### src/vmdma_map.svh
// offsets, word ids and constants for the vector memory dma setup block
`ifndef VMDMA_MAP_SVH
`define VMDMA_MAP_SVH
`define VMDMA_ADDR_W 4
`define VMDMA_OFF_STORE_PORT 4'h0
`define VMDMA_OFF_LOAD_PORT 4'h1
`define VMDMA_OFF_STORE_BASIC 4'h2
`define VMDMA_OFF_STORE_STRIDE 4'h3
`define VMDMA_OFF_LOAD_BASIC 4'h4
`define VMDMA_OFF_LOAD_XPITCH 4'h5
`define VMDMA_OFF_STORE_ROWS 4'h6
`define VMDMA_OFF_STORE_LOAD_ROW_LENGTH 4'h7
`define VMDMA_OFF_STORE_PITCH 4'h8
`define VMDMA_OFF_LOAD_ROWS 4'h9
`define VMDMA_OFF_LOAD_LOAD_ROW_LENGTH 4'hA
`define VMDMA_OFF_LOAD_PITCH 4'hB
`define VMDMA_OFF_LOAD_STEP 4'hC
`define VMDMA_OFF_LOAD_NEXT 4'hD
`define VMDMA_OFF_STATUS 4'hE
`define VMDMA_ST_ID_BASIC 2'h2
`define VMDMA_ST_ID_STRIDE 2'h3
`define VMDMA_LD_ID_XPITCH 4'h9
`define VMDMA_LD_MODE_XPITCH 3'h1
`define VMDMA_RESET_WORD 32'h00000000
`endif

### src/vmdma_pkg.sv
// types for the vector memory dma setup block
package vmdma_pkg;
    typedef enum logic [1:0] {
        VMDMA_W32 = 2'h0,
        VMDMA_W16 = 2'h1,
        VMDMA_W8 = 2'h2,
        VMDMA_WBAD = 2'h3
    } vmdma_width_t;
endpackage : vmdma_pkg

### src/vmdma_setup.sv
// setup decode and load row address stepping for the vector memory dma
`timescale 1ns/100ps
`default_nettype none
`include "vmdma_map.svh"
// How it works
// RULE1 - store word id 2 is basic setup
// RULE2 - store rows field, zero means 128
// RULE3 - store row length field, zero means 128
// RULE4 - bit 14 orientation; bit 15 written zero
// RULE5 - store start address is Y7 above X4
// RULE6 - store width mode decode with sub-offsets
// RULE7 - store word id 3 is stride setup
// RULE8 - bit 16 selects packed row stepping
// RULE9 - store gap between rows in bytes
// RULE10 - load bit31 set, mode not 1: basic
// RULE11 - load width mode decode, 1 is extended
// RULE12 - load pitch 8 shl exponent, zero uses bytes
// RULE13 - load row length, zero means 16
// RULE14 - load row count, zero means 16
// RULE15 - add row step to Y and sub-select
// RULE16 - row step position depends on width
// RULE17 - load orientation polarity opposite to store
// RULE18 - load start address is Y6 above X4
// RULE19 - load word id 9 is extended pitch
// RULE20 - extended byte pitch used when exponent zero
// RULE21 - each format held until rewritten
module vmdma_setup (
    input wire logic core_clk,
    input wire logic rst,
    input wire logic [`VMDMA_ADDR_W-1:0] reg_addr,
    input wire logic [31:0] reg_wdata,
    input wire logic reg_wr,
    input wire logic reg_rd,
    output logic [31:0] reg_rdata,
    output logic store_valid,
    output logic [7:0] store_row_count,
    output logic [7:0] store_row_length,
    output logic store_horizontal,
    output logic [10:0] store_pipe_mem_start,
    output logic [1:0] store_width,
    output logic [1:0] store_sub_offset,
    output logic pack_rows_select,
    output logic [12:0] store_row_gap,
    output logic load_valid,
    output logic [1:0] load_width,
    output logic [18:0] load_pitch_bytes,
    output logic [4:0] load_row_length,
    output logic [4:0] load_row_count,
    output logic [4:0] pipe_mem_row_step,
    output logic load_vertical,
    output logic [10:0] load_pipe_mem_start,
    output logic setup_error
);
    logic [31:0] store_basic;
    logic [31:0] store_stride;
    logic [31:0] load_basic;
    logic [31:0] load_xpitch;
    logic [9:0] load_next;
    // byte or half-word select of the current load row, stepped with Y
    logic [1:0] load_sub;
    logic [1:0] next_load_sub;
    logic [3:0] sum_w8;
    logic [3:0] sum_w16;
    logic [3:0] sum_w32;
    logic st_wr;
    logic ld_wr;
    logic st_basic_hit;
    logic st_stride_hit;
    logic ld_basic_hit;
    logic ld_xpitch_hit;
    logic [2:0] st_mode;
    logic [2:0] ld_mode;
    logic [3:0] ld_exp;
    logic [12:0] xpitch_bytes;
    logic [4:0] step;
    logic [9:0] next_load_next;
    logic [31:0] next_rdata;

    assign st_wr = reg_wr && (reg_addr == `VMDMA_OFF_STORE_PORT);
    assign ld_wr = reg_wr && (reg_addr == `VMDMA_OFF_LOAD_PORT);
    assign st_basic_hit = st_wr && (reg_wdata[31:30] == `VMDMA_ST_ID_BASIC); // RULE1
    assign st_stride_hit = st_wr && (reg_wdata[31:30] == `VMDMA_ST_ID_STRIDE); // RULE7
    assign ld_basic_hit = ld_wr && reg_wdata[31] && (reg_wdata[30:28] != `VMDMA_LD_MODE_XPITCH); // RULE10
    assign ld_xpitch_hit = ld_wr && (reg_wdata[31:28] == `VMDMA_LD_ID_XPITCH); // RULE19

    // each format has its own holding register
    always_ff @(posedge core_clk or posedge rst) begin
        if (rst) begin
            store_basic <= `VMDMA_RESET_WORD;
            store_stride <= `VMDMA_RESET_WORD;
            load_basic <= `VMDMA_RESET_WORD;
            load_xpitch <= `VMDMA_RESET_WORD;
        end else begin
            if (st_basic_hit) begin
                store_basic <= reg_wdata; // RULE21
            end
            if (st_stride_hit) begin
                store_stride <= reg_wdata; // RULE21
            end
            if (ld_basic_hit) begin
                load_basic <= reg_wdata; // RULE21
            end
            if (ld_xpitch_hit) begin
                load_xpitch <= reg_wdata; // RULE21
            end
        end
    end

    assign st_mode = store_basic[2:0];
    assign ld_mode = load_basic[30:28];
    assign ld_exp = load_basic[27:24];
    assign xpitch_bytes = load_xpitch[12:0];
    assign step = (load_basic[15:12] == 4'h0) ? 5'h10 : {1'b0, load_basic[15:12]}; // RULE15

    function automatic vmdma_pkg::vmdma_width_t vmdma_width(input logic [2:0] mode);
        if (mode[2]) begin
            vmdma_width = vmdma_pkg::VMDMA_W8;
        end else if (mode[1]) begin
            vmdma_width = vmdma_pkg::VMDMA_W16;
        end else if (mode[0]) begin
            vmdma_width = vmdma_pkg::VMDMA_WBAD;
        end else begin
            vmdma_width = vmdma_pkg::VMDMA_W32;
        end
    endfunction : vmdma_width

    // per-width row step sums; the sub-select is the low end of the stepped field
    // and its carry runs into Y, while higher Y bits and X never change
    assign sum_w8 = {load_next[5:4], load_sub} + step[3:0]; // RULE16
    assign sum_w16 = {load_next[6:4], load_sub[0]} + step[3:0]; // RULE16
    assign sum_w32 = load_next[7:4] + step[3:0]; // RULE16

    // running start of the next load row: {Y[5:0], X[3:0]} plus its sub-select
    always_comb begin
        next_load_next = load_next;
        next_load_sub = load_sub;
        if (ld_mode[2]) begin
            next_load_next[5:4] = sum_w8[3:2];
            next_load_sub = sum_w8[1:0];
        end else if (ld_mode[1]) begin
            next_load_next[6:4] = sum_w16[3:1];
            next_load_sub[0] = sum_w16[0];
        end else begin
            next_load_next[7:4] = sum_w32;
        end
    end

    // a basic load word restarts the walk; a write to the step index advances one row
    always_ff @(posedge core_clk or posedge rst) begin
        if (rst) begin
            load_next <= 10'h000;
            load_sub <= 2'h0;
        end else if (ld_basic_hit) begin
            load_next <= reg_wdata[9:0]; // RULE18
            load_sub <= reg_wdata[29:28]; // RULE16
        end else if (reg_wr && (reg_addr == `VMDMA_OFF_LOAD_STEP)) begin
            load_next <= next_load_next; // RULE15
            load_sub <= next_load_sub; // RULE15
        end
    end

    // decoded store outputs
    always_ff @(posedge core_clk or posedge rst) begin
        if (rst) begin
            store_valid <= 1'b0;
            store_row_count <= 8'h00;
            store_row_length <= 8'h00;
            store_horizontal <= 1'b0;
            store_pipe_mem_start <= 11'h000;
            store_width <= 2'h0;
            store_sub_offset <= 2'h0;
            pack_rows_select <= 1'b0;
            store_row_gap <= 13'h0000;
        end else begin
            store_valid <= (store_basic[31:30] == `VMDMA_ST_ID_BASIC) && (st_mode != 3'h1);
            store_row_count <= (store_basic[29:23] == 7'h00) ? 8'h80 : {1'b0, store_basic[29:23]}; // RULE2
            store_row_length <= (store_basic[22:16] == 7'h00) ? 8'h80 : {1'b0, store_basic[22:16]}; // RULE3
            store_horizontal <= store_basic[14]; // RULE4
            store_pipe_mem_start <= store_basic[13:3]; // RULE5
            store_width <= vmdma_width(st_mode); // RULE6
            store_sub_offset <= st_mode[2] ? st_mode[1:0] : {1'b0, st_mode[1] & st_mode[0]}; // RULE6
            pack_rows_select <= store_stride[16]; // RULE8
            store_row_gap <= store_stride[12:0]; // RULE9
        end
    end

    // decoded load outputs
    always_ff @(posedge core_clk or posedge rst) begin
        if (rst) begin
            load_valid <= 1'b0;
            load_width <= 2'h0;
            load_pitch_bytes <= 19'h00000;
            load_row_length <= 5'h00;
            load_row_count <= 5'h00;
            pipe_mem_row_step <= 5'h00;
            load_vertical <= 1'b0;
            load_pipe_mem_start <= 11'h000;
        end else begin
            load_valid <= load_basic[31] && (ld_mode != `VMDMA_LD_MODE_XPITCH);
            load_width <= vmdma_width(ld_mode); // RULE11
            if (ld_exp == 4'h0) begin
                load_pitch_bytes <= {6'h00, xpitch_bytes}; // RULE20
            end else begin
                // largest exponent gives 8 shl 15, which needs all 19 bits
                load_pitch_bytes <= 19'h00008 << ld_exp; // RULE12
            end
            load_row_length <= (load_basic[23:20] == 4'h0) ? 5'h10 : {1'b0, load_basic[23:20]}; // RULE13
            load_row_count <= (load_basic[19:16] == 4'h0) ? 5'h10 : {1'b0, load_basic[19:16]}; // RULE14
            pipe_mem_row_step <= step; // RULE15
            load_vertical <= load_basic[11]; // RULE17
            load_pipe_mem_start <= {1'b0, load_next}; // RULE18
        end
    end

    // bit 15 of a basic store word must be zero and store mode 1 is invalid; flag either violation
    always_ff @(posedge core_clk or posedge rst) begin
        if (rst) begin
            setup_error <= 1'b0;
        end else if (st_basic_hit) begin
            setup_error <= reg_wdata[15] || (reg_wdata[2:0] == 3'h1); // RULE4
        end
    end

    always_comb begin
        next_rdata = 32'h00000000;
        unique case (reg_addr)
            `VMDMA_OFF_STORE_BASIC: next_rdata = store_basic;
            `VMDMA_OFF_STORE_STRIDE: next_rdata = store_stride;
            `VMDMA_OFF_LOAD_BASIC: next_rdata = load_basic;
            `VMDMA_OFF_LOAD_XPITCH: next_rdata = load_xpitch;
            `VMDMA_OFF_STORE_ROWS: next_rdata = {24'h000000, store_row_count};
            `VMDMA_OFF_STORE_LOAD_ROW_LENGTH: next_rdata = {24'h000000, store_row_length};
            `VMDMA_OFF_STORE_PITCH: next_rdata = {19'h00000, store_row_gap};
            `VMDMA_OFF_LOAD_ROWS: next_rdata = {27'h0000000, load_row_count};
            `VMDMA_OFF_LOAD_LOAD_ROW_LENGTH: next_rdata = {27'h0000000, load_row_length};
            `VMDMA_OFF_LOAD_PITCH: next_rdata = {13'h0000, load_pitch_bytes};
            `VMDMA_OFF_LOAD_NEXT: next_rdata = {20'h00000, load_sub, load_next};
            `VMDMA_OFF_STATUS: next_rdata = {29'h00000000, setup_error, load_valid, store_valid};
            default: next_rdata = 32'h00000000;
        endcase
    end

    always_ff @(posedge core_clk or posedge rst) begin
        if (rst) begin
            reg_rdata <= 32'h00000000;
        end else if (reg_rd) begin
            reg_rdata <= next_rdata;
        end else begin
            reg_rdata <= 32'h00000000;
        end
    end
endmodule : vmdma_setup
`default_nettype wire

### config.mk
export PLATFORM = sky130hd
export DESIGN_NAME = vmdma_setup
export DESIGN_NICKNAME = d
export VERILOG_FILES = /design/src/vmdma_pkg.sv /design/src/vmdma_setup.sv
export VERILOG_INCLUDE_DIRS = /design/src /design/src/src
export SDC_FILE = /design/constraint.sdc
export NUM_CORES = 1
export LEC_CHECK = 0
export BUFFER_PORTS_ARGS = -buffer_cell sky130_fd_sc_hd__buf_2
export CORE_UTILIZATION = 51
export DETAILED_ROUTE_END_ITERATION = 6
export PLACE_DENSITY = 0.75
export SETUP_SLACK_MARGIN = 0.5
export SYNTH_ARGS = -nofsm -noshare
export SYNTH_HDL_FRONTEND = slang
export SYNTH_SLANG_ARGS = --single-unit
### constraint.sdc
create_clock -name core_clk -period 7.13 [get_ports core_clk]
set_input_delay 0.3565 -clock core_clk [delete_from_list [all_inputs] [get_ports core_clk]]
set_output_delay 0.3565 -clock core_clk [all_outputs]
set_load 0.03 [all_outputs]
* After elaboration in Yosys (flattened, before gate mapping)
Index checks and enable logic that the tools add are counted.
** Operators by class
- Add/sub/neg operators :: 3
- Eq/ne operators :: 24
- Shifts and indexed selects :: 1
- Mux-type cells :: 26
- Bitwise logic cells :: 1
- Reductions and logical operators :: 25
** Operators by type and width (number)
- 32-bit case mux with 12 select lines :: 1
- 4-bit == test, second input constant :: 8
- 32-bit two-way mux :: 1
- 8-bit two-way mux :: 3
- 2-bit two-way mux :: 11
- 4-bit logical NOT :: 5
- 19-bit two-way mux :: 1
- 4-bit by 4-bit left shift with 19-bit output, first input constant :: 1
- 4-bit by 3-bit == test with 1-bit output, second input constant :: 4
- 5-bit two-way mux :: 3
- 7-bit logical NOT :: 2
- 4-bit adder :: 3
- 1-bit logical AND :: 10
- 10-bit two-way mux :: 1
- 3-bit by 1-bit inequality test with 1-bit output, second input constant :: 3
- 4-bit by 2-bit == test with 1-bit output, second input constant :: 2
- 2-bit == test, second input constant :: 3
- 2-bit AND reduction :: 3
- 4-bit by 1-bit == test with 1-bit output, second input constant :: 1
- 1-bit two-way mux :: 4
- 2-bit by 1-bit inequality test with 1-bit output, second input constant :: 2
- 2-bit nonzero test :: 2
- 3-bit by 1-bit == test with 1-bit output, second input constant :: 1
- 3-bit two-way mux :: 1
- other kinds (4) :: 4
** Word-level totals
- Bits in registers :: 268
- Output and inout port bits :: 129
- Word-level logic and storage cells :: 109

* Depth between registers and ports, before layout
Gate-level depths: netlist of the first run.
- Depth in word-level cells :: 7
- Mapped depth :: 7

* Worst setup path after synthesis of the first run
Ideal clock, no wire load.
- Path type :: reg2reg
- Start point :: register load_basic[14]
- End point :: register load_next[7]
- Data arrival time :: 1.712 ns
- Required time :: 7.048 ns
- Slack :: 5.336 ns
- Cell stages (with the launch flop) :: 7
- Buffers on the path :: 1
- Period minus slack after synthesis :: 1.794 ns
- Path through :: dfrtp_1 -> clkbuf_1 -> ha_1 -> a21oi_1 -> a21boi_0 -> or4_1 -> a31oi_1
** On the way
- Longest elaborated chain between the ends :: 7
** Ends and longest elaborated chain
- from (decl) :: RTL line vmdma_setup.sv:56 : logic [31:0] load_basic;
- from (signal assigned) :: RTL line vmdma_setup.sv:91 : load_basic <= `VMDMA_RESET_WORD;
- from (signal assigned) :: RTL line vmdma_setup.sv:101 : load_basic <= reg_wdata;
- 4-bit logical NOT :: RTL line vmdma_setup.sv:113 : assign step = (load_basic[15:12] == 4'h0) ? 5'h10 : {1'b0, load_basic[15:12]};
- 5-bit two-way mux * :: RTL line vmdma_setup.sv:113
- net step[2] :: RTL line vmdma_setup.sv:75 : logic [4:0] step;
- 4-bit adder * :: RTL line vmdma_setup.sv:131 : assign sum_w32 = load_next[7:4] + step[3:0];
- 1-bit two-way mux * :: RTL line vmdma_setup.sv:140 : end else if (ld_mode[1]) begin
- 2-bit two-way mux * :: RTL line vmdma_setup.sv:137 : if (ld_mode[2]) begin
- 8-bit two-way mux * :: RTL line vmdma_setup.sv:156 : end else if (reg_wr && (reg_addr == `VMDMA_OFF_LOAD_STEP)) begin
- 10-bit two-way mux * :: RTL line vmdma_setup.sv:153 : end else if (ld_basic_hit) begin
- to (signal assigned) :: RTL line vmdma_setup.sv:154 : load_next <= reg_wdata[9:0];
- to (signal assigned) :: RTL line vmdma_setup.sv:157 : load_next <= next_load_next;
- to (decl) :: RTL line vmdma_setup.sv:58 : logic [9:0] load_next;
The timed path passes the listed nets; every way through them passes the cells marked *. The select of a mux whose other input is x is not followed.
A chain may end at the register's enable or synchronous reset.

* Final worst setup path of the first run
- Start point :: input reg_addr[0]
- End point :: register load_xpitch[1]
** On the way
- Longest elaborated chain between the ends :: 3
** Ends and longest elaborated chain
- from (decl) :: RTL line vmdma_setup.sv:30 : input wire logic [`VMDMA_ADDR_W-1:0] reg_addr,
- 4-bit by 1-bit == test with 1-bit output (no source line)
- 1-bit logical AND :: RTL line vmdma_setup.sv:80 : assign ld_wr = reg_wr && (reg_addr == `VMDMA_OFF_LOAD_PORT);
- 1-bit logical AND :: RTL line vmdma_setup.sv:84 : assign ld_xpitch_hit = ld_wr && (reg_wdata[31:28] == `VMDMA_LD_ID_XPITCH);
- to (signal assigned) :: RTL line vmdma_setup.sv:92 : load_xpitch <= `VMDMA_RESET_WORD;
- to (signal assigned) :: RTL line vmdma_setup.sv:104 : load_xpitch <= reg_wdata;
- to (decl) :: RTL line vmdma_setup.sv:57 : logic [31:0] load_xpitch;
Every way passes these cells.

==> metrics.md, run 1 <==
| Metric | Value |
|---|---|
| Mapped Nets | `approximately 930` |
| DRT antenna net count | `0` |
| Fin crit period | `around 2.3 ns` |
| Post-synthesis simple-gate area fraction | `0.112` |
| TNS Setup | `0 ns` |
| Drt first pass iters | `7` |
| Initial antenna violation count | `1` |
| Worst Path Required | `~7.6 ns` |
| Pleak | `0.00640 uW` |
| Yosys Warn Count | `0` |
| Pins over their slew limit | `0` |
| Critical path's slowest cell | `nand2_2` |
| Largest family of logic cells by synthesized area | `simple AND/OR/NAND/NOR gates` |
| Largest net degree at the start of global routing | `190` |
| Critical path peak fanout | `35` |
| CTS tree | `done` |
| Dpl hpwl | `between 20,000 and 25,000 um` |
| Nets | `1,056` |
| Setup Skew | `0.0168 ns` |
| Crit. path cell count | `5` |
| Global-route wire length before repair | `47,200 um` |
| RD Place Congestion | `0.938` |
| Post-synthesis register bit count | `268` |
| Post-synthesis adder-cell area fraction | `0.0147` |
| Slew HR | `0.275` |
| Compound-Gate Fraction of Synth Area | `0.110` |
| Fin crit share | `0.322` |
| Worst hold path class | `in2async` |
| Die area | `21,900 um^2` |
| Area delta synth->final | `17.4%` |
| CTS Buf Count | `26` |
| Crit Reg-Reg Endpoint | `load_next[5]` |
| Max rail drop VDD | `0.191 mV` |
| Share of layout cells above drive strength 1 | `0.318` |
| Routed wire per std cell | `23.6 um` |
| Vias | `7,893` |
| Ports | `169` |
| Status | `finished with violations` |
| Max Freq | `roughly 440 MHz` |
| Hold buffer count at cts | `0` |
| Die W | `roughly 150 um` |
| Critical path type | `in2reg` |
| Endpoint class of the critical path | `flip-flop` |
| CTS clock-pin slew for the worst setup and hold paths | `0.06 ns` |
| Xor and xnor area share after synthesis | `0.00403` |
| Share of synthesized registers carrying an async set or reset | `1.00` |
| Sequential element share of the synthesized area | `0.618` |
| Mux cell area share after synthesis | `0.102` |
| Clock root buffer | `clkbuf_16` |
| Die Y | `148 um` |
| Gr ovfl total | `0` |
| Post-Syn Area | `between 10,000 and 15,000 um^2` |
| RR Startpoint | `load_basic[13]` |
| Family with the most delay on the worst path | `simple AND/OR/NAND/NOR gates` |
| Endpoints failing setup | `0` |
| Postcts setup bufs | `0` |
| Startpoint types | `input pin` |
| Critical-path cell list | `buf_2 -> nand2b_1 -> nor2_1 -> nand2_2 -> mux2_1` |
| Worst R2R Path Depth | `6` |
| CORE AREA | `21,000 um^2` |
| Clk Latency, worst-skew pair | `~0.54 ns` |
| WP buf/inv | `1` |
| Clock Tree Buf Depth | `3` |
| Fillers | `1,692` |
| Main flop type after synthesis | `dfrtp_1` |
| Slew @ Worst Pin | `between 1 and 1.5 ns` |
| FP Rows | `53` |
| Failing checks | `DRC` |
| Pwr/cell area | `328 nW/um^2` |
| # resized after CTS | `0` |
| Arrival @ worst endpoint | `2.72 ns` |
| Max cap viols | `0` |
| CP peak stage delay | `0.62 ns` |
| I/O Buffers | `167` |
| Synth cell types | `71` |
| Clk sinks | `268` |
| Hold Slack | `~0.026 ns` |
| GRT Total Usage | `0.289` |
| Final wirelength | `30,700 um` |
| DR iter-0 viols | `908` |
| Final hold vios | `0` |
| R2R Setup Slk | `4.89 ns` |
| RSZ-0062 raised after global routing | `false` |
| Post-synth EDFFs | `0` |
| # DRC | `2` |
| Vias in the first global route | `7,801` |
| Initial Utilization | `0.518` |
| Syn Inst Count | `just under 900` |
| Synth Area per Inst | `12.4 um^2` |
| CTS H-Tree Depth | `1` |
| Routed vias/inst | `6.07` |
==> routing by layer <==
layer | wire, um | track usage | vias up
met5 | 0 | 0 | -
met4 | 1070 | 0.116 | 0
met3 | 3030 | 0.0710 | 54
met2 | 14100 | 0.440 | 406
met1 | 12400 | 0.400 | 4048
li1 | - | - | 3385
==> metrics by stage <==
stage	total power [uW]	setup WS (ns)	utilization	instance area (um^2)	cells
6_report	4170	4.84	0.608	12700	1300
5_1_grt	4340	4.72	0.608	12700	1300
4_1_cts	4180	4.90	0.608	12700	1299
3_5_place_dp	2670	4.33	0.562	11800	1252
3_3_place_gp	2650	4.34	0.562	11800	1252
2_1_floorplan	2390	3.23	-	10900	877
==> synthesized netlist by cell type, drive strengths merged, types with 4 or more instances <==
master / n / share of area
a21o: 6 / 0.0041
dfrtp: 268 / 0.62
nor2: 27 / 0.010
xor2: 4 / 0.0032
and3: 8 / 0.0046
inv: 10 / 0.0035
and2: 7 / 0.0040
a32oi: 4 / 0.0032
nor3: 8 / 0.0052
a22oi: 43 / 0.030
nand3: 12 / 0.0055
nor2b: 9 / 0.0052
nor3b: 8 / 0.0055
a221oi: 5 / 0.0040
nand2b: 12 / 0.0069
nand2: 115 / 0.040
nor4: 7 / 0.0054
a31oi: 15 / 0.0086
nand3b: 6 / 0.0041
a21oi: 32 / 0.015
mux2: 90 / 0.093
mux2i: 7 / 0.0065
clkbuf: 40 / 0.014
ha: 8 / 0.0092
buf: 39 / 0.022
o21ai: 19 / 0.0088
a222oi: 14 / 0.013
==> worst max-delay path by stage <==
stage	endpoint	slack, ns	start
3_5_place_dp	load_xpitch[1]	4.33	reg_addr[0]
3_3_place_gp	load_xpitch[1]	4.34	reg_addr[0]
2_1_floorplan	load_basic[0]	3.23	rst
5_1_grt	load_next[6]	4.72	reg_addr[0]
6_report	load_xpitch[1]	4.84	reg_addr[0]
4_1_cts	load_xpitch[1]	4.90	reg_addr[0]
==> placed cells by master, fill, tap and decap left out, types with 8 or more instances in the layout <==
master / Yosys / layout
nor2b_1: 9 / 9
nand2b_1: 12 / 12
o21ai_0: 19 / 19
clkbuf_16: 0 / 26
ha_1: 8 / 8
a31oi_1: 15 / 15
buf_2: 27 / 167
inv_1: 10 / 9
and3_1: 8 / 8
nand2_1: 115 / 114
nor2_1: 26 / 26
buf_4: 9 / 11
a21oi_1: 32 / 32
nand3_1: 12 / 12
mux2_2: 86 / 86
a22oi_1: 43 / 43
a222oi_1: 14 / 14
nor3b_1: 8 / 8
dfrtp_1: 268 / 268
==> sequential cells by signal (all words and copies together) (netlist names), 10 cells and up <==
register,cells
load_pitch_bytes,19
load_xpitch,32
store_stride,32
store_row_gap,13
load_basic,32
store_basic,32
load_pipe_mem_start,10
load_next,10
store_pipe_mem_start,11
reg_rdata,32
==> cell type report <==
class | instances | area, um^2 | area share
Timing Repair Buffer | 179 | 938 | 0.0736
Inverter | 11 | 45.0 | 0.00353
Clock inverter | 16 | 260 | 0.0204
Tap cell | 275 | 344 | 0.0270
Multi-Input combinational cell | 519 | 3750 | 0.294
Clock buffer | 31 | 699 | 0.0549
Antenna cell | 1 | 2.50 | 0.000196
Sequential cell | 268 | 6710 | 0.526
==> kinds of logic after synthesis <==
group                      after synthesis
muxes                                   98
other                                    1
buffers and inverters                   90
AOI/OAI and AO/OA                      168
xor gates and xnor gates                 5
adders and majority gates               11
and+or+nand+nor                        236
DFF                                    268
==> tightest hold or removal path, delay by kind of cell <==
kind,cells,cell delay (ns)
buf+inv,3,0.73
==> where the power goes <==
part | switching, uW | total, uW | internal [uW]
clock network | 595 | 1520 | 923
registers | 234 | 1960 | 1720
logic | 453 | 699 | 246
total | 1280 | 4170 | 2890
Note: power is estimated with default switching activity, not from simulation.
==> inputs of run 2 (changes only) <==
==> constraint.sdc (replaced) <==
create_clock -name core_clk -period 1.96 [get_ports core_clk]
set_input_delay 0.098 -clock core_clk [delete_from_list [all_inputs] [get_ports core_clk]]
set_output_delay 0.098 -clock core_clk [all_outputs]
set_load 0.03 [all_outputs]
==> metrics.md, run 2 (same netlist as run 1, synthesis figures left out) <==
| Metric | Value |
|---|---|
| CTS H-Tree Depth | `1 (unchanged)` |
| CTS tree | `done (unchanged)` |
| Vias in the first global route | `8,386 (was 7,801)` |
| Endpoint class of the critical path | `flip-flop (unchanged)` |
| CORE AREA | `21,000 um^2 (unchanged)` |
| Drt first pass iters | `5 (was 7)` |
| Status | `finished, final reports clean (was finished with violations)` |
| Clock root buffer | `clkbuf_16 (unchanged)` |
| Vias | `8,326 (was 7,893)` |
| Endpoints failing setup | `0 (unchanged)` |
| Commonest cells after routing, fill and taps aside | `dfrtp_1 (262), buf_2 (167), nand2_1 (115), mux2_2 (86), buf_4 (59) (was dfrtp_1 (268), buf_2 (167), nand2_1 (114), mux2_2 (86), a22oi_1 (43))` |
| FP Rows | `53 (unchanged)` |
| CP peak stage delay | `0.43 ns (was 0.62 ns)` |
| Initial antenna violation count | `0 (was 1)` |
| Max rail drop VDD | `0.713 mV (was 0.191 mV)` |
| Nets | `1,149 (was 1,056)` |
| Max Freq | `587 MHz` |
| Fillers | `1,591 (was 1,692)` |
| Clk Latency, worst-skew pair | `0.53 ns (was 0.54 ns)` |
| Commonest non-fill, non-tap cell in the layout | `dfrtp_1 (unchanged)` |
| Die Y | `148 um (unchanged)` |
| Final wirelength | `33,200 um (was 30,700 um)` |
| Hold Slack | `0.0424 ns (was 0.0263 ns)` |
| Gr ovfl total | `0 (unchanged)` |
| Worst hold path class | `in2reg (was in2async)` |
| Clock Tree Buf Depth | `3 (unchanged)` |
| Setup Skew | `0.0143 ns (was 0.0168 ns)` |
| Final Worst Setup Slack | `0.257 ns (was 4.84 ns)` |
| Worst Path Required | `2.36 ns (was 7.56 ns)` |
| Share of layout cells above drive strength 1 | `0.358 (was 0.318)` |
| WP buf/inv | `1 (unchanged)` |
| Family with the most delay on the worst path | `adder cells (was simple AND/OR/NAND/NOR gates)` |
| Critical path's slowest cell | `dfrtp_2 (was nand2_2)` |
| Die W | `148 um (unchanged)` |
| Largest net degree at the start of global routing | `101 (was 190)` |
| Worst hold stages | `4` |
| DR iter-0 viols | `785 (was 908)` |
| Dpl hpwl | `22,500 um (was 20,200 um)` |
| CTS clock-pin slew for the worst setup and hold paths | `0.07 ns (was 0.06 ns)` |
| Non-filler instance count after layout | `1,390 (was 1,300)` |
| Pleak | `0.00682 uW (was 0.00640 uW)` |
| RSZ-0062 raised after global routing | `true (was false)` |
| Max cap viols | `0 (unchanged)` |
| Slew HR | `0.631 (was 0.275)` |
| # DRC | `0 (was 2)` |
| Worst R2R Path Depth | `7 (was 6)` |
| GRT Total Usage | `0.310 (was 0.289)` |
| Crit. path cell count | `7 (was 5)` |
| Fin crit share | `0.869` |
| CTS Buf Count | `26 (unchanged)` |
| DRT antenna net count | `0 (unchanged)` |
| Critical path type | `reg2reg (was in2reg)` |
| Die area | `21,900 um^2 (unchanged)` |
| I/O Buffers | `167 (unchanged)` |
| Routed vias/inst | `5.99 (was 6.07)` |
| Final hold vios | `0 (unchanged)` |
| Critical-path cell list | `ha_4 -> inv_4 -> fa_2 -> xnor2_1 -> mux2_2 -> o21ai_2 -> o211ai_1 (was buf_2 -> nand2b_1 -> nor2_1 -> nand2_2 -> mux2_1)` |
| Critical path peak fanout | `4 (was 35)` |
| Routed wire per std cell | `23.9 um (was 23.6 um)` |
| Slew @ Worst Pin | `0.553 ns (was 1.09 ns)` |
| Ports | `169 (unchanged)` |
| Antenna fix cells | `0 (was 1)` |
| Initial Utilization | `0.518 (unchanged)` |
| Arrival @ worst endpoint | `2.10 ns (was 2.72 ns)` |
| Global-route wire length before repair | `50,400 um (was 47,200 um)` |
| RD Place Congestion | `0.931 (was 0.938)` |
| Placed Cells incl. Taps | `1,302 (was 1,252)` |
| Clk sinks | `268 (unchanged)` |
| Pins over their slew limit | `0 (unchanged)` |
| Pwr/cell area | `1120 nW/um^2 (was 328 nW/um^2)` |
| Area delta synth->final | `25.9% (was 17.4%)` |
| Pre-CTS WS | `0.166 ns (was 4.33 ns)` |
| Fin crit period | `between 1.5 and 2 ns` |
| Startpoint types | `flip-flop (was input pin)` |
==> run 2: changes by cell type in the layout (fill, tap and decap cells not counted), moves of 3 or more <==
cell,change
clkbuf_1,+7
o21ai_0,-4
ha_4,+4
buf_12,+10
ha_1,-4
dfrtp_2,+6
dlygate4sd3_1,+33
bufinv_16,-3
dfrtp_1,-6
buf_4,+48
==> run 2: final cells by class <==
type | count | area, um^2 | share of cell area
Clock inverter | 7 | 116 | 0.00851
Multi-Input combinational cell | 519 | 3860 | 0.282
Inverter | 11 | 47.5 | 0.00348
Sequential cell | 268 | 6710 | 0.491
Tap cell | 275 | 344 | 0.0252
Timing Repair Buffer | 272 | 1850 | 0.135
Clock buffer | 38 | 737 | 0.0539
==> run 2: through the flow <==
| stage | TNS, ns | area, um^2 | power, uW | utilization |
|---|---|---|---|---|
| 6_report | 0 | 13700 | 15300 | 0.652 |
| 5_1_grt | 0 | 13700 | 15800 | 0.652 |
| 4_1_cts | 0 | 13600 | 15200 | 0.649 |
| 3_5_place_dp | 0 | 12300 | 9990 | 0.588 |
| 3_3_place_gp | 0 | 12300 | 9950 | 0.588 |
| 2_1_floorplan | -449.56 | 10900 | 8760 | - |
==> run 2: worst min-delay path: stages <==
cell and delay [ns]:
buf_2 0.15, nand4_1 0.10, or4_1 0.11, a31oi_1 0.06
==> run 2: worst paths after layout <==
check                               start                 endpoint  slack [ns]
hold / removal                     reg_wr             load_next[7]        0.04
setup / recovery           load_basic[12]             load_next[5]        0.26
max in group asynchronous             rst         store_stride[12]        1.02
setup reg to reg           load_basic[12]             load_next[5]        0.26
hold reg to reg            store_basic[7]  store_pipe_mem_start[4]        0.38
min in group asynchronous             rst   load_pipe_mem_start[6]        0.11
==> run 2: what timing repair did <==
action	in CTS	in global routing
pin swaps	8	6
hold endpoints to repair	158	0
resized for setup	17	8
setup endpoints to repair	7	12
setup buffers	6	4
hold buffers	33	0
==> run 2: routing by layer <==
layer / global-route usage / wire (um)
met5: 0 / 0
met4: 0.126 / 1330
met3: 0.0546 / 2580
met2: 0.493 / 15800
met1: 0.424 / 13500
==> run 2: where the power goes <==
part / leakage, uW / switching, uW / internal (uW)
Combinational: 0.00287 / 1920 / 1230
Sequential: 0.00355 / 750 / 6280
Clock: 0.000412 / 2080 / 2990
Total: 0.00682 / 4750 / 10500
==> inputs of run 3 (changes only) <==
--- a/config.mk
+++ b/config.mk
@@ -7,6 +7,7 @@
 export NUM_CORES = 1
 export LEC_CHECK = 0
 export BUFFER_PORTS_ARGS = -buffer_cell sky130_fd_sc_hd__buf_2
+export CORE_ASPECT_RATIO = 1.1
 export CORE_UTILIZATION = 51
 export DETAILED_ROUTE_END_ITERATION = 6
 export PLACE_DENSITY = 0.75
==> metrics.md, run 3 (same netlist as run 1, synthesis figures left out) <==
| Metric | Value |
|---|---|
| CP peak stage delay | `0.48 ns (was 0.43 ns)` |
| Commonest cells after routing, fill and taps aside | `dfrtp_1 (261), buf_2 (167), nand2_1 (115), mux2_2 (86), buf_4 (53) (was dfrtp_1 (262), buf_2 (167), nand2_1 (115), mux2_2 (86), buf_4 (59))` |
| Worst hold start | `reg_wr (unchanged)` |
| Failing checks | `DRC` |
| Status | `finished with violations (was finished, final reports clean)` |
| Slew HR | `0.557 (was 0.631)` |
| Die W | `141 um (was 148 um)` |
| Drt first pass iters | `7 (was 5)` |
| RR Startpoint | `load_basic[12] (unchanged)` |
| Clock root buffer | `clkbuf_16 (unchanged)` |
| Register share of total power | `0.454 (was 0.461)` |
| Crit Reg-Reg Endpoint | `load_next[5] (unchanged)` |
| Final wirelength | `32,700 um (was 33,200 um)` |
| Critical-path cell list | `ha_4 -> fa_1 -> mux2_2 -> o21ai_2 -> o211ai_1 (was ha_4 -> inv_4 -> fa_2 -> xnor2_1 -> mux2_2 -> o21ai_2 -> o211ai_1)` |
| CTS clock-pin slew for the worst setup and hold paths | `0.06 ns (was 0.07 ns)` |
| Critical path's slowest cell | `fa_1 (was dfrtp_2)` |
| Initial antenna violation count | `0 (unchanged)` |
| Critical path peak fanout | `4 (unchanged)` |
| Worst hold path class | `in2reg (unchanged)` |
| Switching power | `4840 uW (was 4750 uW)` |
| Endpoints failing setup | `0 (unchanged)` |
| CTS Buf Count | `26 (unchanged)` |
| Area delta synth->final | `26.5% (was 25.9%)` |
| Global-route wire length before repair | `49,000 um (was 50,400 um)` |
| Sw Ratio | `0.313 (was 0.311)` |
| DR iter-0 viols | `822 (was 785)` |
| Max Freq | `580 MHz (was 587 MHz)` |
| Fin crit share | `0.880 (was 0.869)` |
| Final design area excluding fillers | `13,700 um^2 (about the same)` |
| CORE AREA | `20,700 um^2 (was 21,000 um^2)` |
| Worst hold stages | `4 (unchanged)` |
| Fin crit period | `1.73 ns (was 1.70 ns)` |
| RSZ-0062 raised after global routing | `true (unchanged)` |
| Worst Path Required | `2.36 ns (about the same)` |
| Logic gate share of total power | `0.212 (was 0.207)` |
| Gr ovfl total | `0 (unchanged)` |
| Pins over their slew limit | `0 (unchanged)` |
| Arrival @ worst endpoint | `2.13 ns (was 2.10 ns)` |
| CTS tree | `done (unchanged)` |
| Clk network pwr share | `0.334 (was 0.332)` |
| Worst R2R Path Depth | `5 (was 7)` |
| Hold Slack | `0.0250 ns (was 0.0424 ns)` |
| Clk Latency, worst-skew pair | `0.54 ns (was 0.53 ns)` |
| Pleak | `0.00687 uW (was 0.00682 uW)` |
| Pwr/cell area | `1130 nW/um^2 (was 1120 nW/um^2)` |
| Routed vias/inst | `5.90 (was 5.99)` |
| TNS Setup | `0 ns (unchanged)` |
| Routed wire per std cell | `23.4 um (was 23.9 um)` |
| CTS H-Tree Depth | `1 (unchanged)` |
| DP Area | `12,300 um^2 (about the same)` |
| Ports | `169 (unchanged)` |
| I/O Buffers | `167 (unchanged)` |
| WP buf/inv | `0 (was 1)` |
| PnR Total Power | `15,500 uW (was 15,300 uW)` |
| Fillers | `1,559 (was 1,591)` |
| Die area | `21,900 um^2 (about the same)` |
| Share of layout cells above drive strength 1 | `0.364 (was 0.358)` |
| Nets | `1,146 (was 1,149)` |
| Family with the most delay on the worst path | `adder cells (unchanged)` |
| R2R Setup Slk | `0.23 ns (was 0.26 ns)` |
| Startpoint types | `flip-flop (unchanged)` |
| # DRC | `1 (was 0)` |
| Clock Tree Buf Depth | `3 (unchanged)` |
| Clk sinks | `268 (unchanged)` |
| Max rail drop VDD | `0.804 mV (was 0.713 mV)` |
| Vias | `8,248 (was 8,326)` |
| Max cap viols | `0 (unchanged)` |
| GRT Total Usage | `0.303 (was 0.310)` |
| Setup Skew | `0.0155 ns (was 0.0143 ns)` |
| Endpoint class of the critical path | `flip-flop (unchanged)` |
| Critical path type | `reg2reg (unchanged)` |
| Hold Path End | `load_next[7] (unchanged)` |
| Vias in the first global route | `8,165 (was 8,386)` |
| Slew @ Worst Pin | `0.662 ns (was 0.553 ns)` |
| Commonest non-fill, non-tap cell in the layout | `dfrtp_1 (unchanged)` |
| Initial Utilization | `0.524 (was 0.518)` |
| Largest net degree at the start of global routing | `107 (was 101)` |
| Internal cell power | `10,600 uW (was 10,500 uW)` |
| RD Place Congestion | `0.916 (was 0.931)` |
| Antenna fix cells | `0 (unchanged)` |
| Dpl hpwl | `21,800 um (was 22,500 um)` |
| DRT antenna net count | `0 (unchanged)` |
| FP Rows | `55 (was 53)` |
| Final hold vios | `0 (unchanged)` |
| Die Y | `155 um (was 148 um)` |
==> run 3: through the flow <==
stage / setup WS [ns] / util / std cells
finish: 0.234 / 0.663 / 1398
global route: 0.170 / 0.663 / 1398
CTS: 0.279 / 0.658 / 1393
detailed placement: 0.149 / 0.592 / 1303
global placement: 0.157 / 0.592 / 1303
floorplan: -1.68 / - / 877
==> run 3: cell type report <==
cell class	instances	area (um^2)	area share
clock inverters	12	150	0.0109
multi-input cells	519	3870	0.281
repair buffers	269	1870	0.136
clock buffers	34	741	0.0539
well taps	285	357	0.0259
flip-flops and latches	268	6720	0.489
inverters	11	45.0	0.00328
==> run 3: worst reg2reg max path, cell delays in order (launching register included) <==
cell	delay, ns
dfrtp_2	0.46
ha_4	0.18
fa_1	0.48
mux2_2	0.29
o21ai_2	0.11
o211ai_1	0.09
==> run 3: worst max path at each step <==
stage | endpoint | from | cells past startpoint
after floorplan | load_basic[0] | rst | 1
after global placement | load_next[7] | load_basic[14] | 5
after detailed placement | load_next[7] | load_basic[14] | 5
after CTS | load_next[7] | load_basic[14] | 5
after global routing | load_next[5] | load_basic[13] | 5
final | load_next[5] | load_basic[12] | 5
==> run 3: routing by layer <==
metal | vias up | part of all wire | GRT usage
met5 | - | 0 | 0
met4 | 0 | 0.029 | 0.103
met3 | 67 | 0.083 | 0.0465
met2 | 431 | 0.48 | 0.491
met1 | 4189 | 0.41 | 0.420
li1 | 3561 | - | -
==> run 3: what timing repair did <==
action                                  in CTS  in global routing
gates cloned                                 0                  2
pin swaps                                    7                  5
endpoints found under the setup margin       5                  9
resized for setup                           17                 10
buffers inserted                            11                  3
hold buffers                                33                  0
hold endpoints to repair                   399                  0
==> run 3: power groups by stage <==
| stage | Clock (uW) | Sequential, uW | Combinational, uW |
|---|---|---|---|
| after floorplan | 0 | 7460 | 1300 |
| after global placement | 0 | 7070 | 2860 |
| after detailed placement | 0 | 7080 | 2890 |
| after CTS | 5220 | 6990 | 3130 |
| after global routing | 5430 | 7080 | 3520 |
| final | 5180 | 7020 | 3280 |
